`config.mk`:
```
export PLATFORM = sky130hd
export DESIGN_NAME = boot_mode_select_sequencer
export DESIGN_NICKNAME = d
export VERILOG_FILES = /design/src/blink_timer.v /design/src/boot_mode_select_sequencer.v
export VERILOG_INCLUDE_DIRS = /design/src
export SDC_FILE = /design/constraint.sdc
export NUM_CORES = 1
export LEC_CHECK = 0
export BUFFER_PORTS_ARGS = -buffer_cell sky130_fd_sc_hd__buf_2
export CAP_MARGIN = 15
export CORE_ASPECT_RATIO = 1.75
export CORE_MARGIN = 2
export CORE_UTILIZATION = 45
export CTS_CLUSTER_DIAMETER = 40
export CTS_CLUSTER_SIZE = 40
export DETAILED_ROUTE_END_ITERATION = 16
export PLACE_DENSITY = 0.78
export SYNTH_ARGS = -nofsm -noshare
export SYNTH_HDL_FRONTEND = slang
export SYNTH_HIERARCHICAL = 1
export SYNTH_SLANG_ARGS = --single-unit
```
`constraint.sdc`:
```
create_clock -name i_clock -period 4.3 [get_ports i_clock]
set_clock_uncertainty 0.15 [all_clocks]
set_input_delay 0.43 -clock i_clock [delete_from_list [all_inputs] [get_ports i_clock]]
set_output_delay 0.43 -clock i_clock [all_outputs]
set_load 0.005 [all_outputs]
```
`src/boot_seq_map.vh`:
```
`ifndef BOOT_SEQ_MAP_VH
`define BOOT_SEQ_MAP_VH

// ---------------------------------------------------------------
// boot select codes
// ---------------------------------------------------------------
`define SEL_NAND_SPI   2'h0
`define SEL_ASYNC      2'h1
`define SEL_MMC_SD     2'h2
`define SEL_UART       2'h3

// ---------------------------------------------------------------
// forced first fetch targets and branch encodings
// ---------------------------------------------------------------
`define ROM_START      32'h00008000
`define ASYNC_START    32'h02000000
`define BRANCH_ROM     32'hE3A0F902
`define BRANCH_ASYNC   32'hE3A0F402

// ---------------------------------------------------------------
// async interface reset wait states
// ---------------------------------------------------------------
`define WS_SETUP       7'h10
`define WS_STROBE      7'h40
`define WS_HOLD        7'h08

// ---------------------------------------------------------------
// loader limits
// ---------------------------------------------------------------
`define MAX_TRIES      5'h18
`define UBL_MAX_BYTES  16'h7800
`define INTERNAL_RAM_BYTES     16'h8000
`define NAND_PG_STD    14'h2000
`define NAND_PG_COMPAT 14'h0800
`define ECC_BITS       3'h4

// ---------------------------------------------------------------
// timing: clock 25 MHz; toggle periods halve the blink period
// ---------------------------------------------------------------
`define CLK_HZ         25000000
`define BLINK_4HZ      4
`define BLINK_2HZ      2
`define HALF_4HZ_CYC   (`CLK_HZ / (2 * `BLINK_4HZ))
`define HALF_2HZ_CYC   (`CLK_HZ / (2 * `BLINK_2HZ))
`endif

```
`src/blink_timer.v`:
```
`timescale 1ns/10ps
`include "boot_seq_map.vh"
// first general timer: pulses once per half blink period
module blink_timer
(
  input  wire        i_clock,
  input  wire        i_srst,
  input  wire        i_run,
  input  wire [23:0] i_half_cycles,
  output reg         o_tick
);
  reg [23:0] count_q;

  always @(posedge i_clock)
  begin
    if (i_srst || !i_run)
    begin
      count_q <= 24'h000000;
      o_tick  <= 1'b0;
    end
    else if (count_q >= i_half_cycles - 24'h000001)
    begin
      count_q <= 24'h000000;
      o_tick  <= 1'b1;
    end
    else
    begin
      count_q <= count_q + 24'h000001;
      o_tick  <= 1'b0;
    end
  end
endmodule

```
`src/boot_mode_select_sequencer.v`:
```
`timescale 1ns/10ps
`include "boot_seq_map.vh"
module boot_mode_select_sequencer
(
  input  wire        i_clock,
  input  wire        i_srst,
  input  wire [1:0]  i_boot_select_pins,
  input  wire [3:0]  i_async_if_config_pins,
  input  wire        i_nand_boot_strap_pin,
  input  wire        i_first_fetch,
  input  wire        i_cfg_done,
  input  wire        i_spi_present,
  input  wire        i_spi_addr24,
  input  wire        i_src_done,
  input  wire        i_src_ok,
  input  wire        i_sig_bad,
  input  wire        i_nand_bus16,
  input  wire [13:0] i_nand_page_bytes,
  input  wire        i_nand_compat,
  input  wire        i_mmc_spi_card,
  input  wire [15:0] i_ubl_bytes,
  input  wire        i_ws_write,
  input  wire [6:0]  i_ws_setup,
  input  wire [6:0]  i_ws_strobe,
  input  wire [6:0]  i_ws_hold,
  output reg         o_fetch_override,
  output reg  [31:0] o_fetch_word,
  output reg  [1:0]  o_boot_config_register,
  output reg  [3:0]  o_async_if_config,
  output reg         o_async_if_enable,
  output reg         o_async_cs0_boot,
  output reg  [6:0]  o_ws_setup,
  output reg  [6:0]  o_ws_strobe,
  output reg  [6:0]  o_ws_hold,
  output reg         o_first_serial_port_rst,
  output reg         o_boot_status_pin,
  output reg  [2:0]  o_load_source,
  output reg         o_load_start,
  output reg         o_spi_addr24,
  output reg  [2:0]  o_nand_ecc_bits,
  output reg         o_nand_cs_hold_n,
  output reg  [4:0]  o_try_count,
  output reg         o_handover
);
  // ---------------------------------------------------------------
  // states and source codes
  // ---------------------------------------------------------------
  localparam ST_IDLE   = 3'h0;
  localparam ST_CONFIG = 3'h1;
  localparam ST_SELECT = 3'h2;
  localparam ST_LOAD   = 3'h3;
  localparam ST_WAIT   = 3'h4;
  localparam ST_DONE   = 3'h5;
  localparam ST_ASYNC  = 3'h6;

  localparam SRC_NONE  = 3'h0;
  localparam SRC_SPI   = 3'h1;
  localparam SRC_NAND  = 3'h2;
  localparam SRC_MMC   = 3'h3;
  localparam SRC_UART  = 3'h4;

  // counts are reckoned as integers, then cut to the timer's 24-bit load width
  localparam integer HALF_4HZ_INT = `HALF_4HZ_CYC;
  localparam integer HALF_2HZ_INT = `HALF_2HZ_CYC;
  localparam [23:0]  HALF_4HZ     = HALF_4HZ_INT[23:0];
  localparam [23:0]  HALF_2HZ     = HALF_2HZ_INT[23:0];

  reg [2:0]  state_q;
  reg        strap_pend_q;
  reg        blinking_q;
  reg        blink_slow_q;
  reg        fetched_q;
  wire       tick;
  wire [1:0] sel;
  wire       load_fail;
  wire       ubl_fits;
  wire       nand_ok;

  assign sel = o_boot_config_register;
  // image must fit internal RAM minus loader stack
  assign ubl_fits = (i_ubl_bytes <= `UBL_MAX_BYTES) && (`UBL_MAX_BYTES < `INTERNAL_RAM_BYTES);
  // nand capability: 8-bit bus and page size within layout mode limit
  assign nand_ok = !i_nand_bus16
                   && (i_nand_compat ? (i_nand_page_bytes <= `NAND_PG_COMPAT)
                                     : (i_nand_page_bytes <= `NAND_PG_STD));
  assign load_fail = !i_src_ok || !ubl_fits
                     || ((o_load_source == SRC_NAND) && !nand_ok)
                     || ((o_load_source == SRC_MMC) && i_mmc_spi_card);

  blink_timer u_blink
  (
    .i_clock       (i_clock),
    .i_srst        (i_srst),
    .i_run         (blinking_q),
    .i_half_cycles (blink_slow_q ? HALF_2HZ : HALF_4HZ),
    .o_tick        (tick)
  );

  // ---------------------------------------------------------------
  // strap capture, one cycle after reset release
  // ---------------------------------------------------------------
  always @(posedge i_clock)
  begin
    if (i_srst)
    begin
      strap_pend_q            <= 1'b1;
      o_boot_config_register  <= 2'h0;
      o_async_if_config       <= 4'h0;
      o_async_if_enable       <= 1'b0;
      o_async_cs0_boot        <= 1'b0;
      o_first_serial_port_rst <= 1'b1;
    end
    else if (strap_pend_q)
    begin
      strap_pend_q            <= 1'b0;
      o_boot_config_register  <= i_boot_select_pins;
      o_async_if_config       <= i_async_if_config_pins;
      // async interface held in reset only for the MMC/SD select
      o_async_if_enable       <= (i_boot_select_pins != `SEL_MMC_SD);
      o_async_cs0_boot        <= (i_boot_select_pins == `SEL_ASYNC);
      o_first_serial_port_rst <= (i_boot_select_pins != `SEL_UART);
    end
  end

  // ---------------------------------------------------------------
  // async wait states: slowest after reset until software writes while the async interface is enabled
  // ---------------------------------------------------------------
  always @(posedge i_clock)
  begin
    if (i_srst)
    begin
      o_ws_setup  <= `WS_SETUP;
      o_ws_strobe <= `WS_STROBE;
      o_ws_hold   <= `WS_HOLD;
    end
    else if (i_ws_write && o_async_if_enable)
    begin
      o_ws_setup  <= i_ws_setup;
      o_ws_strobe <= i_ws_strobe;
      o_ws_hold   <= i_ws_hold;
    end
  end

  // ---------------------------------------------------------------
  // first fetch substitution
  // ---------------------------------------------------------------
  always @(posedge i_clock)
  begin
    if (i_srst)
    begin
      fetched_q        <= 1'b0;
      o_fetch_override <= 1'b0;
      o_fetch_word     <= 32'h00000000;
    end
    else
    begin
      o_fetch_override <= 1'b0;
      if (!strap_pend_q && !fetched_q && i_first_fetch)
      begin
        fetched_q        <= 1'b1;
        o_fetch_override <= 1'b1;
        if (sel == `SEL_ASYNC)
          o_fetch_word <= `BRANCH_ASYNC;
        else
          o_fetch_word <= `BRANCH_ROM;
      end
    end
  end

  // ---------------------------------------------------------------
  // loader sequence
  // ---------------------------------------------------------------
  always @(posedge i_clock)
  begin
    if (i_srst)
    begin
      state_q           <= ST_IDLE;
      o_load_source     <= SRC_NONE;
      o_load_start      <= 1'b0;
      o_spi_addr24      <= 1'b0;
      o_nand_ecc_bits   <= 3'h0;
      o_nand_cs_hold_n  <= 1'b1;
      o_try_count       <= 5'h00;
      o_handover        <= 1'b0;
      o_boot_status_pin <= 1'b0;
      blinking_q        <= 1'b0;
      blink_slow_q      <= 1'b0;
    end
    else
    begin
      o_load_start <= 1'b0;
      if (blinking_q && tick)
        o_boot_status_pin <= ~o_boot_status_pin;
      case (state_q)
        ST_IDLE:
        begin
          if (fetched_q)
            state_q <= (sel == `SEL_ASYNC) ? ST_ASYNC : ST_CONFIG;
        end
        ST_CONFIG:
        begin
          if (i_cfg_done)
            state_q <= ST_SELECT;
        end
        ST_SELECT:
        begin
          state_q <= ST_LOAD;
          case (sel)
            `SEL_NAND_SPI:
              o_load_source <= i_spi_present ? SRC_SPI : SRC_NAND;
            `SEL_MMC_SD:
              o_load_source <= SRC_MMC;
            `SEL_UART:
              o_load_source <= SRC_UART;
            default:
              o_load_source <= SRC_NONE;
          endcase
        end
        ST_LOAD:
        begin
          o_load_start     <= 1'b1;
          o_spi_addr24     <= i_spi_addr24;
          o_nand_ecc_bits  <= (o_load_source == SRC_NAND) ? `ECC_BITS : 3'h0;
          // hold chip select through page busy time
          o_nand_cs_hold_n <= (o_load_source != SRC_NAND);
          state_q          <= ST_WAIT;
        end
        ST_WAIT:
        begin
          if (i_src_done)
          begin
            o_nand_cs_hold_n <= 1'b1;
            if (!load_fail)
            begin
              blinking_q        <= 1'b0;
              o_boot_status_pin <= 1'b1;
              o_handover        <= 1'b1;
              state_q           <= ST_DONE;
            end
            else if ((o_load_source == SRC_NAND || o_load_source == SRC_MMC)
                     && i_sig_bad && (o_try_count < `MAX_TRIES - 5'h01))
            begin
              // bad signature or descriptor: retry same source
              o_try_count <= o_try_count + 5'h01;
              state_q     <= ST_LOAD;
            end
            else
            begin
              o_try_count <= 5'h00;
              state_q     <= ST_LOAD;
              case (o_load_source)
                SRC_SPI:
                  o_load_source <= SRC_NAND;
                SRC_NAND:
                begin
                  o_load_source <= SRC_MMC;
                  blinking_q    <= 1'b1;
                  blink_slow_q  <= 1'b0;
                end
                SRC_MMC:
                begin
                  o_load_source <= SRC_MMC;
                  blinking_q    <= 1'b1;
                  blink_slow_q  <= 1'b0;
                end
                SRC_UART:
                begin
                  o_load_source <= SRC_UART;
                  blinking_q    <= 1'b1;
                  blink_slow_q  <= 1'b1;
                end
                default:
                  o_load_source <= SRC_NONE;
              endcase
            end
          end
        end
        ST_DONE:
          state_q <= ST_DONE;
        ST_ASYNC:
          state_q <= ST_ASYNC;
        default:
          state_q <= ST_IDLE;
      endcase
    end
  end
endmodule

```
# After elaboration in Yosys (flattened, before gate mapping)
# Index checks and enable logic that the tools add are counted.
[op_classes]
addsub = 3
magnitude_cmp = 5
eq_ne = 24
mux = 32
n_bitwise = 3
reduce_logical = 36
[op_table]
columns = ["op", "n"]
rows = [
  ["$mux 3", 9],
  ["$add 24x1->24 const B", 1],
  ["$ge 24x24->1", 1],
  ["$sub 23x1->24 const B", 1],
  ["$mux 23", 1],
  ["$pmux 3 s7", 1],
  ["$ne 2x2->1 const B", 9],
  ["$pmux 3 s3", 2],
  ["$le 16x15->1 const B", 1],
  ["$le 14x12->1 const B", 1],
  ["$le 14x14->1 const B", 1],
  ["$mux 1", 13],
  ["$eq 3x2->1 const B", 4],
  ["$eq 3x3->1 const B", 4],
  ["$mux 12", 1],
  ["$logic_and 1x1->1", 9],
  ["$reduce_and 3->1", 3],
  ["$reduce_and 4->1", 2],
  ["$logic_not 1->1", 7],
  ["$eq 3x1->1 const B", 2],
  ["$pmux 3 s2", 1],
  ["$reduce_bool 2->1", 3],
  ["$add 5x1->5 const B", 1],
  ["$logic_or 1x1->1", 5],
  ["other kinds (14)", 20],
]
[word_totals]
register_bits = 111
word_cells = 128

# Longest topological paths before layout
[logic_depth]
depth_word = 10
mapped_depth = 14
mapped_depth_nobuf = 13

# Modules after synthesis
# Netlist, hierarchy kept.
[modules_own_cells]
columns = ["mod", "instances", "cells_per_inst", "area_each_um2"]
rows = [
  ["boot_mode_select_sequencer", 1, 341, 2772.7],
  ["blink_timer", 1, 242, 2069.5],
]

# Worst setup path after synthesis
# OpenSTA, ideal clock, no wires.
[synth_timing]
path_type = "flip-flop to flip-flop"
start = "reg blink_slow_q"
end = "reg u_blink.count_q[21]"
setup_ns = 0.092
arrival_time_ns = 3.445
required_ns = 4.058
path_slack_ns = 0.613
path_stages_with_launch = 14
path_buffers = 2
path_cell_list = "dfxtp_1 inv_1 or4_1 clkbuf_1 nand2b_1 or3_1 xor2_1 ha_1 a21oi_1 o21ai_0 nand2b_1 o211ai_1 clkbuf_1 nor4_1"
[synth_via]
elab_chain_len = 4
[synth_rtl]
columns = ["element", "line_no", "source"]
rows = [
  ["start: declaration", "boot_mode_select_sequencer.v:71", "reg blink_slow_q;"],
  ["start signal: assignment", "boot_mode_select_sequencer.v:187", "blink_slow_q <= 1'b0;"],
  ["start signal: assignment", "boot_mode_select_sequencer.v:258", "blink_slow_q <= 1'b0;"],
  ["start signal: assignment", "boot_mode_select_sequencer.v:264", "blink_slow_q <= 1'b0;"],
  ["$mux 23", "boot_mode_select_sequencer.v:95", ".i_half_cycles (blink_slow_q ? HALF_2HZ : HALF_4HZ),"],
  ["$sub 23x1->24", "blink_timer.v:21", "else if (count_q >= i_half_cycles - 24'h000001)"],
  ["$ge 24x24->1", "blink_timer.v:21", ""],
  ["$reduce_or 2->1 (no line)", "n/a", ""],
  ["end signal: assignment", "blink_timer.v:28", "count_q <= count_q + 24'h000001;"],
  ["end: declaration", "blink_timer.v:12", "reg [23:0] count_q;"],
]
# Every way passes these cells.
# A chain may end at the register's enable or synchronous reset.

# Final worst setup path
[layout_timing]
start = "reg blink_slow_q"
end = "reg u_blink.count_q[6]"
# The elaborated chain is that of the path after synthesis.

==> reports/summary.txt <==
R2R depth = 12
Total GRT Usage = 22.13%
Clock transition at path regs = 0.06 ns
clk root buf = clkbuf_16
Post CTS Setup Buffer Count = 0
cell with the most instances after synthesis = dfxtp_1
Slew @ Worst Pin = 0.8844 ns
total count of max-transition violations in the final report = 0
Worst Hold Launch = i_ws_hold[3]
cell area after synthesis = 0.004842 mm^2
Synth area leader = dfxtp_1
area grow syn2layout = 21.37%
H-tree depth = 3
residual DRC count = 0
Post-CTS Hold Buffers = 0
count of final setup violators = 0
vias in the first global route = 4600
initial antenna violation count = 0
Startpoint Class = flop
post-synth top area share = 32.66%
Post-Route WL = 12220 um
CTS Sinks = 79
crit-path most repeated cell = nand2b_1
# diodes = 0
Post-Syn Instances = 583
RR Startpoint = blink_slow_q$_SDFFE_PP0P_
top cells by count, synth = 79 x dfxtp_1, 76 x nand2_1, 43 x a21oi_1
CP max-delay cell = dfxtp_1
I/O Buffers = 129
share of layout cells above drive strength 1 = 22.98%
Vias/cell = 5.334
CTS tree = yes
DRT antenna net count = 0
post-route clock period utilization = 82.28%
worst vdd ir = 0.0002966 V
Worst Path Arrival = 3.62 ns
DRT Pass-1 Iters = 4
EDFF count, synth = 0
gpl congestion = 0.8270
Hold Path Sink = o_ws_hold[3]$_SDFFE_PP1P_
Core Area = 0.01057 mm^2
Mapped Avg Cell Area = 8.306 um^2
first-pass GRT wire length = 20330 um
Detailed Place HPWL = 9355 um
post-CTS sizing = 0
Rows = 50
Slew Limit Headroom = 41.04%
RSZ-0062 raised after global routing = false
Crit Path Class = reg2reg
FF+latch count, synth = 79
DRT iter0 DRCs = 226
R2R Setup Slk = 0.76 ns
fmax = 0.2826 GHz
via count = 4593
crit-path cells = inv_1, or4_1, nand2b_1, or3_1, xor2_1, ha_1, a21oi_1, o21ai_0, nand2b_1, o211ai_1, buf_4, nor4_1
required time of the critical path = 4.38 ns
Hold Slack = 0.1670 ns
Tmin final = 3.538 ns
ys flop type = dfxtp_1
FILL cells = 946
share of flip-flops with an asynchronous set or reset = 0%
setup TNS = 0 ns
Worst setup EP type = flop
worst-path fanout max = 25
outcome = finished clean
post-synthesis sequential area ratio = 32.66%
Skew-Pair Late Insertion Delay = 0.33 ns
Die Span X = 82.42 um
Yosys cell types = 69
grt ovf = 0
Crit path largest cell delay = 0.69 ns
max-cap violation count = 0
ranking of synthesized cells by area = dfxtp_1 33%, ha_1 7.0%, nand2_1 5.9%, buf_4 5.1%, xnor2_1 5.1%
R2R Path End = u_blink/count_q[6]$_SDFF_PP0_
Net count, final = 824
clk buf depth = 2
Initial Util = 45.80%
post-layout util = 55.59%
Tot Pwr = 1.874 mW
Synth Warn # = 6
# IOs = 150
largest net degree at the start of global routing = 50
hold path depth = 3
Die Ht = 141.2 um
static leakage = 2.490 nW
CTS buffer count = 9
min-delay worst type = in2reg
WL/cell = 14.20 um
die outline area = 0.01164 mm^2
Hold Violations, Final = 0
Power Density = 319.0 mW/mm^2
cells by family (layout without fill, tap and decap cells):
logic type / after synthesis / after routing / synth area share [%]
other cells: 2 / 58 / 0.1551
fa+ha+maj: 27 / 27 / 6.977
mux: 9 / 9 / 1.861
simple gates: 247 / 247 / 26.61
compound gates: 96 / 96 / 14.45
buf+inv: 77 / 169 / 8.966
flops: 79 / 79 / 32.66
xor+xnor: 46 / 46 / 8.320
layer usage:
| layer | global-route usage [%] | vias to the layer above | part of all wire [%] |
|---|---|---|---|
| met2 | 40.32 | 147 | 56 |
| met3 | 5.122 | 45 | 4.5 |
| met4 | 12.72 | 0 | 4.4 |
| met1 | 21.78 | 2126 | 36 |
| met5 | 0 | - | 0 |
| li1 | - | 2275 | - |
critical path: cells and delay by family, from the launching register on:
kind            cells  cell delay, ns
flops               1            0.69
simple gates        5            1.54
xor+xnor            1            0.15
compound gates      3            0.32
buf+inv             2            0.34
fa+ha+maj           1            0.26
power breakdown:
group	switching [mW]	leakage, nW	total (mW)	internal, mW
clock	0.308	0.167	0.879	0.571
sequential	0.0291	0.641	0.783	0.754
combinational	0.117	1.68	0.212	0.0954
total	0.454	2.49	1.87	1.42
flip-flops by register name, indices dropped and copies added (netlist names), 2 cells and up:
name and flops:
o_ws_hold 7, o_try_count 5, o_ws_strobe 7, o_ws_setup 7
state_q 3, o_load_source 3, u_blink/count_q 24, o_boot_config_register 2
o_async_if_config 4, o_fetch_word 3
placed cells by master (no fill, tap or decap), types with 9 or more instances in the layout:
| cell type | count |
|---|---|
| buf_2 | 129 |
| dfxtp_1 | 79 |
| nand2_1 | 76 |
| conb_1 | 58 |
| a21oi_1 | 43 |
| nor2_1 | 39 |
| nor4_1 | 30 |
| xnor2_1 | 28 |
| ha_1 | 27 |
| inv_1 | 20 |
| nor3_1 | 20 |
| nand3_1 | 20 |
| xor2_1 | 18 |
| o21ai_0 | 14 |
| nand2b_1 | 9 |
| nand4_1 | 9 |
| mux2i_1 | 9 |
| clkbuf_16 | 9 |
how the worst max path moves through the flow:
stage,from,end,slack (ns),cells after the start
2_1_floorplan,blink_slow_q$_SDFFE_PP0P_,u_blink/count_q[21]$_SDFF_PP0_,0.61,13
3_3_place_gp,blink_slow_q$_SDFFE_PP0P_,u_blink/count_q[22]$_SDFF_PP0_,0.89,12
3_5_place_dp,blink_slow_q$_SDFFE_PP0P_,u_blink/count_q[8]$_SDFF_PP0_,0.75,12
4_1_cts,blink_slow_q$_SDFFE_PP0P_,u_blink/count_q[6]$_SDFF_PP0_,0.74,12
5_1_grt,blink_slow_q$_SDFFE_PP0P_,u_blink/count_q[14]$_SDFF_PP0_,0.39,12
6_report,blink_slow_q$_SDFFE_PP0P_,u_blink/count_q[6]$_SDFF_PP0_,0.76,12
area by class of cell:
type / instances / area (um^2) / area share, %
clock buffers: 10 / 229.0 / 3.896
clock inverters: 6 / 116.4 / 1.980
inverters: 20 / 75.07 / 1.277
multi-input cells: 483 / 3037 / 51.67
flip-flops and latches: 79 / 1582 / 26.91
well taps: 130 / 162.7 / 2.768
repair buffers: 133 / 675.6 / 11.50
through the flow:
stage	area (um^2)	setup slack, ns	std cells
2_1_floorplan	5052	0.6127	639
3_3_place_gp	5532	0.8875	845
3_5_place_dp	5532	0.7531	845
4_1_cts	5877	0.7414	861
5_1_grt	5877	0.3914	861
6_report	5877	0.7618	861
Power figures use the tool's default switching activity.
